## src/hw/fbc_pkg.sv

```systemverilog
// Package of constants and types for the flash bus controller (host side).
package fbc_pkg;

  // Bus geometry.
  localparam int ADDR_W = 22;
  localparam int DATA_W = 16;

  // Clock rate and derived timing.
  localparam int CLK_PERIOD_PS = 5000;
  // Address access time in ns, plus the sleep margin in ns.
  localparam int ADDR_ACCESS_NS = 90;
  localparam int SLEEP_MARGIN_NS = 30;
  // Minimum low time of the hardware clear pulse, in ns.
  localparam int CLEAR_PULSE_MIN_NS = 500;
  // Delay from clear release until reads are valid, in ns.
  localparam int CLEAR_TO_READ_NS = 50;
  // Strobe low time for a write cycle, in ns.
  localparam int WRITE_PULSE_NS = 35;
  // Least times round up to whole cycles.
  localparam int ACCESS_CYC = (ADDR_ACCESS_NS * 1000 + CLK_PERIOD_PS - 1) / CLK_PERIOD_PS;
  localparam int CLEAR_CYC = (CLEAR_PULSE_MIN_NS * 1000 + CLK_PERIOD_PS - 1) / CLK_PERIOD_PS;
  localparam int RECOVER_CYC = (CLEAR_TO_READ_NS * 1000 + CLK_PERIOD_PS - 1) / CLK_PERIOD_PS;
  localparam int WPULSE_CYC = (WRITE_PULSE_NS * 1000 + CLK_PERIOD_PS - 1) / CLK_PERIOD_PS;
  localparam int CNT_W = 8;

  // Address bits used by the high-voltage protect and verify procedures.
  localparam int ADDR_BIT_A1 = 1;
  localparam int ADDR_BIT_A6 = 6;
  localparam int ADDR_BIT_A9 = 9;

  // Verify code on the low data byte for a protected group.
  localparam logic [7:0] PROT_CODE = 8'h01;
  localparam logic [7:0] UNPROT_CODE = 8'h00;

  // Host commands.
  typedef enum logic [2:0] {
    FBC_CMD_READ,
    FBC_CMD_WRITE,
    FBC_CMD_CLEAR,
    FBC_CMD_PROTECT,
    FBC_CMD_UNPROTECT,
    FBC_CMD_VERIFY
  } fbc_cmd_t;

endpackage

```

## src/hw/fbc_wait.sv

```systemverilog
// Down counter that times one bus phase.
`timescale 1ns/1ps
`default_nettype none
module fbc_wait
  import fbc_pkg::*;
#(
  parameter int W = CNT_W
) (
  // Clock and reset.
  input  wire logic         clk_i,
  input  wire logic         reset_i,
  // Load and status.
  input  wire logic         load_i,
  input  wire logic [W-1:0] count_i,
  output logic              done_o
);

  logic [W-1:0] cnt_r;

  // Counts down to zero; done is high once the count expires.
  always_ff @(posedge clk_i) begin
    if (reset_i) begin
      cnt_r <= '0;
    end else if (load_i) begin
      cnt_r <= count_i;
    end else if (cnt_r != '0) begin
      cnt_r <= cnt_r - 1'b1;
    end
  end

  // Done looks at the count alone; gating it with load would close a loop through the caller.
  assign done_o = (cnt_r == '0);

endmodule
`default_nettype wire

```

## src/hw/fbc_host.sv

```systemverilog
// Host-side controller that drives the flash pins for read, write, clear and protection.
`timescale 1ns/1ps
`default_nettype none
// What this block does
// - Read drives select and gate low, strobe high.
// - Write drives strobe and select low, gate high.
// - Protect: high level on A9, gate; A6 low.
// - Temporary unprotect uses high level on clear.
// - Unprotect: high level on gate, A9; A6 high.
module fbc_host
  import fbc_pkg::*;
#(
  parameter int AW = ADDR_W,
  parameter int DW = DATA_W
) (
  // Clock and reset.
  input  wire logic          clk_i,
  input  wire logic          reset_i,
  // Command port.
  input  wire logic          req_valid_i,
  input  wire fbc_cmd_t      req_cmd_i,
  input  wire logic [AW-1:0] req_addr_i,
  input  wire logic [DW-1:0] req_wdata_i,
  input  wire logic          temp_unprot_i,
  input  wire logic          boot_lock_i,
  input  wire logic          accel_i,
  output logic               req_ready_o,
  output logic               rsp_valid_o,
  output logic [DW-1:0]      rsp_rdata_o,
  output logic               rsp_prot_o,
  // Flash pins.
  output logic               chip_enable_n_o,
  output logic               output_gate_n_o,
  output logic               write_strobe_n_o,
  output logic               hardware_clear_n_o,
  output logic               clear_hv_o,
  output logic               gate_hv_o,
  output logic               a9_hv_o,
  output logic               boot_lock_accel_pin_o,
  output logic               accel_hv_o,
  output logic [AW-1:0]      addr_o,
  output logic [DW-1:0]      data_o,
  output logic               data_oe_o,
  input  wire logic [DW-1:0] data_i,
  input  wire logic          busy_indicator_i
);

  typedef enum logic [2:0] {
    FBC_IDLE,
    FBC_RD_WAIT,
    FBC_WR_PULSE,
    FBC_WR_HOLD,
    FBC_CLR_LOW,
    FBC_CLR_BUSY,
    FBC_CLR_REC
  } fbc_state_t;

  fbc_state_t         state_r;
  fbc_cmd_t           cmd_r;
  logic               wait_load;
  logic [CNT_W-1:0]   wait_cnt;
  logic               wait_done;
  logic               accepted;

  assign accepted = req_valid_i && req_ready_o;

  fbc_wait #(.W(CNT_W)) u_wait (
    .clk_i   (clk_i),
    .reset_i (reset_i),
    .load_i  (wait_load),
    .count_i (wait_cnt),
    .done_o  (wait_done)
  );

  // Phase timer loads on entry to each timed phase.
  always_comb begin
    wait_load = 1'b0;
    wait_cnt = '0;
    if (accepted) begin
      wait_load = 1'b1;
      unique case (req_cmd_i)
        FBC_CMD_CLEAR: wait_cnt = CNT_W'(CLEAR_CYC);
        FBC_CMD_READ, FBC_CMD_VERIFY: wait_cnt = CNT_W'(ACCESS_CYC);
        default: wait_cnt = CNT_W'(WPULSE_CYC);
      endcase
    end else if (state_r == FBC_WR_PULSE && wait_done) begin
      wait_load = 1'b1;
      wait_cnt = CNT_W'(WPULSE_CYC);
    end else if (state_r == FBC_CLR_BUSY && busy_indicator_i) begin
      wait_load = 1'b1;
      wait_cnt = CNT_W'(RECOVER_CYC);
    end
  end

  // Main sequencer.
  always_ff @(posedge clk_i) begin
    if (reset_i) begin
      state_r <= FBC_IDLE;
      cmd_r <= FBC_CMD_READ;
    end else begin
      unique case (state_r)
        FBC_IDLE: begin
          if (accepted) begin
            cmd_r <= req_cmd_i;
            unique case (req_cmd_i)
              FBC_CMD_READ, FBC_CMD_VERIFY: state_r <= FBC_RD_WAIT;
              FBC_CMD_CLEAR: state_r <= FBC_CLR_LOW;
              default: state_r <= FBC_WR_PULSE;
            endcase
          end
        end
        FBC_RD_WAIT: if (wait_done) state_r <= FBC_IDLE;
        FBC_WR_PULSE: if (wait_done) state_r <= FBC_WR_HOLD;
        FBC_WR_HOLD: if (wait_done) state_r <= FBC_IDLE;
        FBC_CLR_LOW: if (wait_done) state_r <= FBC_CLR_BUSY;
        FBC_CLR_BUSY: if (busy_indicator_i) state_r <= FBC_CLR_REC;
        FBC_CLR_REC: if (wait_done) state_r <= FBC_IDLE;
      endcase
    end
  end

  // Ready only in idle; a clear aborts nothing on the host side mid-cycle.
  always_ff @(posedge clk_i) begin
    if (reset_i) begin
      req_ready_o <= 1'b0;
    end else begin
      req_ready_o <= (state_r == FBC_IDLE) && !accepted && !req_ready_o ? 1'b1
                   : (state_r == FBC_IDLE && !accepted);
    end
  end

  // Pin strobes, registered from the next state.
  always_ff @(posedge clk_i) begin
    if (reset_i) begin
      chip_enable_n_o <= 1'b1;
      output_gate_n_o <= 1'b1;
      write_strobe_n_o <= 1'b1;
      hardware_clear_n_o <= 1'b1;
      gate_hv_o <= 1'b0;
      a9_hv_o <= 1'b0;
      data_oe_o <= 1'b0;
    end else if (accepted) begin
      chip_enable_n_o <= (req_cmd_i == FBC_CMD_CLEAR);
      hardware_clear_n_o <= (req_cmd_i != FBC_CMD_CLEAR);
      output_gate_n_o <= !(req_cmd_i == FBC_CMD_READ || req_cmd_i == FBC_CMD_VERIFY);
      write_strobe_n_o <= !(req_cmd_i == FBC_CMD_WRITE || req_cmd_i == FBC_CMD_PROTECT
                            || req_cmd_i == FBC_CMD_UNPROTECT);
      data_oe_o <= (req_cmd_i == FBC_CMD_WRITE);
      // high level on gate and A9.
      gate_hv_o <= (req_cmd_i == FBC_CMD_PROTECT || req_cmd_i == FBC_CMD_UNPROTECT);
      a9_hv_o <= (req_cmd_i == FBC_CMD_PROTECT || req_cmd_i == FBC_CMD_UNPROTECT
                  || req_cmd_i == FBC_CMD_VERIFY);
    end else if (state_r == FBC_WR_PULSE && wait_done) begin
      write_strobe_n_o <= 1'b1;
    end else if (state_r == FBC_CLR_LOW && wait_done) begin
      hardware_clear_n_o <= 1'b1;
    end else if ((state_r == FBC_RD_WAIT || state_r == FBC_WR_HOLD) && wait_done) begin
      chip_enable_n_o <= 1'b1;
      output_gate_n_o <= 1'b1;
      data_oe_o <= 1'b0;
      gate_hv_o <= 1'b0;
      a9_hv_o <= 1'b0;
    end
  end

  // Address and data hold from the accepted request.
  always_ff @(posedge clk_i) begin
    if (reset_i) begin
      addr_o <= '0;
      data_o <= '0;
    end else if (accepted) begin
      addr_o <= req_addr_i;
      data_o <= req_wdata_i;
      if (req_cmd_i == FBC_CMD_PROTECT) addr_o[ADDR_BIT_A6] <= 1'b0;
      if (req_cmd_i == FBC_CMD_UNPROTECT) addr_o[ADDR_BIT_A6] <= 1'b1;
      if (req_cmd_i == FBC_CMD_VERIFY) addr_o[ADDR_BIT_A1] <= 1'b1;
    end
  end

  // Static level pins follow the host controls.
  always_ff @(posedge clk_i) begin
    if (reset_i) begin
      clear_hv_o <= 1'b0;
      boot_lock_accel_pin_o <= 1'b0;
      accel_hv_o <= 1'b0;
    end else begin
      clear_hv_o <= temp_unprot_i;
      boot_lock_accel_pin_o <= boot_lock_i;
      // accel held while idle and through plain writes only.
      // The level drops on the edge that starts any other cycle, so no read or
      // protection step ever sees it on the pin.
      accel_hv_o <= accel_i && (accepted ? (req_cmd_i == FBC_CMD_WRITE)
                                         : (state_r == FBC_IDLE
                                            || ((state_r == FBC_WR_PULSE
                                                 || state_r == FBC_WR_HOLD)
                                                && cmd_r == FBC_CMD_WRITE)));
    end
  end

  // Read data captured at the end of the access time.
  always_ff @(posedge clk_i) begin
    if (reset_i) begin
      rsp_valid_o <= 1'b0;
      rsp_rdata_o <= '0;
      rsp_prot_o <= 1'b0;
    end else begin
      rsp_valid_o <= (state_r == FBC_RD_WAIT) && wait_done;
      if (state_r == FBC_RD_WAIT && wait_done) begin
        rsp_rdata_o <= data_i;
        rsp_prot_o <= (cmd_r == FBC_CMD_VERIFY) && (data_i[7:0] == PROT_CODE);
      end
    end
  end

  a_read_levels: assert property (@(posedge clk_i) disable iff (reset_i)
    (state_r == FBC_RD_WAIT && !wait_load) |-> (!output_gate_n_o && write_strobe_n_o))
    else $error("read cycle pin levels wrong");
  a_write_levels: assert property (@(posedge clk_i) disable iff (reset_i)
    !write_strobe_n_o |-> (!chip_enable_n_o && output_gate_n_o))
    else $error("write cycle pin levels wrong");
  a_clear_width: assert property (@(posedge clk_i) disable iff (reset_i)
    $fell(hardware_clear_n_o) |-> !hardware_clear_n_o [*8])
    else $error("clear pulse too short");
  a_clear_busy: assert property (@(posedge clk_i) disable iff (reset_i)
    (state_r == FBC_CLR_BUSY && !busy_indicator_i) |=> (!req_ready_o && chip_enable_n_o))
    else $error("accepted work while device busy");
  a_accel_write_only: assert property (@(posedge clk_i) disable iff (reset_i)
    accel_hv_o |-> (hardware_clear_n_o && output_gate_n_o && !gate_hv_o))
    else $error("accel level outside a plain write");

endmodule
`default_nettype wire

```

## config.mk

```make
export PLATFORM = sky130hd
export DESIGN_NAME = fbc_host
export DESIGN_NICKNAME = d
export VERILOG_FILES = /design/src/hw/fbc_pkg.sv /design/src/hw/fbc_wait.sv /design/src/hw/fbc_host.sv
export SDC_FILE = /design/constraint.sdc
export NUM_CORES = 1
export LEC_CHECK = 0
export ABC_AREA = 1
export BUFFER_PORTS_ARGS = -buffer_cell sky130_fd_sc_hd__buf_2
export CORE_MARGIN = 10
export CORE_UTILIZATION = 40
export CTS_BUF_LIST = sky130_fd_sc_hd__clkbuf_8
export CTS_CLUSTER_SIZE = 8
export DETAILED_ROUTE_END_ITERATION = 12
export GPL_TIMING_DRIVEN = 0
export PLACE_DENSITY = 0.73
export SETUP_SLACK_MARGIN = 0.05
export SLEW_MARGIN = 20
export SYNTH_ARGS = -nofsm -noshare
export SYNTH_HDL_FRONTEND = slang
export SYNTH_SLANG_ARGS = --single-unit
```

## constraint.sdc

```tcl
create_clock -name clk_i -period 4.6 [get_ports clk_i]
set_input_delay 0.46 -clock clk_i [delete_from_list [all_inputs] [get_ports clk_i]]
set_output_delay 0.46 -clock clk_i [all_outputs]
set_load 0.005 [all_outputs]
```

==> impl_results.md <==
- FF/Latch Area: 1620 um2
- Crit end category: flop
- CTS max path bufs: 2
- Min cycle time layout: 1750 ps
- Post-synthesis area per instance: 7.38 um2
- FF+latch count, synth: 81
- Largest net degree at the start of global routing: 14
- Total global-route track usage: 16.0%
- Routability cong.: 0.847
- Power Dens Cells: 531 nW/um2
- Core area: 7810 um2
- Clk sink count: 81
- Worst hold path class: in2reg
- Worst-Margin Slew: 535 ps
- Area growth syn-to-layout: 30.5%
- Normalized max-slew margin: 64.3%
- Status: finished, final reports clean
- GR Layer Usage met1: 17.7%
- Grt total ovfl: 0
- Clock Pin Slew Worst Setup and Hold Paths: 80 ps
- Synth warnings: 0
- Final setup violation count: 0
- Final period util: 37.9%
- DIE HEIGHT: 110 um
- Worst EP arrival: 1960 ps
- Final Skew: 12.0 ps
- Io pins: 131
- Postcts setup bufs: 0
- Worst Path Required: 4820 ps
- Fmax: 573 MHz
- Antenna-violating nets left: 0
- Crit Path Max Fanout: 7
- Final hold vios: 0
- Row cnt: 32
- Die area: 12100 um2
- Setup_tns: 0 ps
- Most common cell after layout, fill and taps aside: buf_2
- Sequential fraction of the synthesis area: 49.9%
- CTS buffer count: 9
- Routed vias/inst: 4.76
- Mapped Cells: 440
- Startpoint Class: flop
- GRT busiest layer: met2
- Clock latency on the worst-skew pair: 340 ps
- Wirelength per Cell: 14.0 um
- Met3 Track Usage GR: 8.59%
- CTS Hold Bufs: 0
- CTS tree: built
- Post_cts resized: 0
- CTS root buffer: clkbuf_8
- Final worst slack: 2850 ps
- Detailed-route via count: 3276
- Buffers on Ports: 130
- Synth Net Count: 506
- First-pass GRT wire length: 15.5 mm
- DRC: 0
- Most frequent cells in the layout: buf_2, nor2_1, nand2_1
- Number of global-route vias before repair: 3231
- Max-cap viol count: 0
- Unrepaired setup endpoints after global routing: no
- Maximum VDD drop: 0.245 mV
- H-tree depth: 3
- Hold_ws: 319 ps
- Slew Viols, Final: 0
- Final nets: 647
- Starting Density: 41.6%
- Footprint of the multi-input gates: 1410 um2
- Mapped cell area: 3250 um2
- Pre-Repair DR Iteration Count: 5
- Critical path class: reg2reg
- Starting DRT DRC Count: 171
- Layout cells sized above 1: 28.0%
- Initial antenna violation count: 1
- Pre-CTS setup slack: 2860 ps
- Fillers: 760
- Die W: 110 um
- Drt total wl: 9.60 mm
- Cell variety after synth: 31
- HPWL Detailed: 7.63 mm
- GRT met2 Usage: 25.6%
- Lkg Pwr: 2.08 nW
[logic make-up after synthesis]
logic type / after synthesis / share of synthesized area, %
simple gates: 211 / 27.5
compound gates: 89 / 13.9
flops: 81 / 49.9
buf+inv: 53 / 6.82
xor+xnor: 4 / 1.08
fa+ha+maj: 2 / 0.770
[final timing paths]
check                                from                          endpoint  slack (ps)  cells after the start
min reg2reg   rsp_rdata_o[3]$_SDFFE_PP0P_       rsp_rdata_o[3]$_SDFFE_PP0P_         460                      2
max          u_wait.cnt_r[0]$_SDFFE_PP0P_            data_oe_o$_SDFFE_PP0P_        2850                      9
min                           boot_lock_i  boot_lock_accel_pin_o$_SDFF_PP0_         320                      3
max reg2reg  u_wait.cnt_r[0]$_SDFFE_PP0P_            data_oe_o$_SDFFE_PP0P_        2850                      9
[worst max-delay path, stage by stage (launching register included)]
cell and delay [ps]:
dfxtp_1 320, inv_1 150, ha_1 190, inv_1 50, nor2_2 160, nand2_4 110, o21ai_1 350, inv_1 140
nand2_1 80, a21oi_1 60
[metrics by stage]
step                cells  util (%)  cell area, um2  power [mW]
finish                688      54.3            4240        2.25
global route          688      54.3            4240        2.44
CTS                   687      54.3            4240        2.27
detailed placement    672      51.6            4030        1.72
global placement      672      51.6            4030        1.69
floorplan             440         -            3250        1.46
[per-layer routing]
| layer | share of wire (%) | vias to the layer above |
|---|---|---|
| met2 | 47 | 106 |
| met4 | 1.5 | 0 |
| li1 | - | 1695 |
| met3 | 11 | 10 |
| met5 | 0 | - |
| met1 | 41 | 1465 |
[area by class of cell]
| type | instances | share of cell area (%) |
|---|---|---|
| well taps | 102 | 3.01 |
| flip-flops and latches | 81 | 38.3 |
| clock inverters | 6 | 2.01 |
| plain buffers | 19 | 2.21 |
| multi-input cells | 306 | 33.2 |
| inverters | 34 | 3.01 |
| clock buffers | 9 | 2.92 |
| repair buffers | 130 | 15.3 |
| diodes | 1 | 0.0590 |
[synthesized netlist by cell type]
| cell type | n | share of area (%) |
|---|---|---|
| a211oi_1 | 1 | 0.23 |
| a21oi_1 | 33 | 5.1 |
| a31oi_1 | 1 | 0.19 |
| buf_1 | 1 | 0.12 |
| buf_2 | 6 | 0.92 |
| buf_6 | 2 | 0.69 |
| clkbuf_1 | 10 | 1.2 |
| dfxtp_1 | 81 | 50 |
| ha_1 | 2 | 0.77 |
| inv_1 | 31 | 3.6 |
| inv_2 | 3 | 0.35 |
| nand2_1 | 85 | 9.8 |
| nand2_2 | 1 | 0.19 |
| nand2_4 | 1 | 0.35 |
| nand3_1 | 13 | 2.0 |
| nand3_2 | 1 | 0.31 |
| nand4_1 | 4 | 0.77 |
| nand4_2 | 1 | 0.38 |
| nor2_1 | 94 | 11 |
| nor2_2 | 2 | 0.38 |
| nor2_4 | 1 | 0.35 |
| nor2_8 | 1 | 0.62 |
| nor3_1 | 2 | 0.31 |
| nor4_1 | 3 | 0.58 |
| nor4_2 | 1 | 0.38 |
| o211ai_1 | 1 | 0.23 |
| o21ai_0 | 49 | 7.5 |
| o21ai_1 | 3 | 0.46 |
| o22ai_1 | 1 | 0.19 |
| or2_1 | 1 | 0.19 |
| xor2_1 | 4 | 1.1 |
[where the power goes]
group	leakage (nW)	switching (mW)	internal, mW
Combinational	1.31	0.482	0.301
Clock	0.106	0.254	0.301
Sequential	0.662	0.0762	0.838
[sequential cells by signal, summed over array words and instances, names as in the netlist]
name,count
u_wait.cnt_r,8
chip_enable_n_o,1
a9_hv_o,1
state_r,3
addr_o,22
write_strobe_n_o,1
data_o,16
gate_hv_o,1
rsp_rdata_o,16
rsp_valid_o,1
accel_hv_o,1
req_ready_o,1
rsp_prot_o,1
output_gate_n_o,1
boot_lock_accel_pin_o,1
data_oe_o,1
clear_hv_o,1
hardware_clear_n_o,1
cmd_r,3
(Power assumes the default switching activity.)
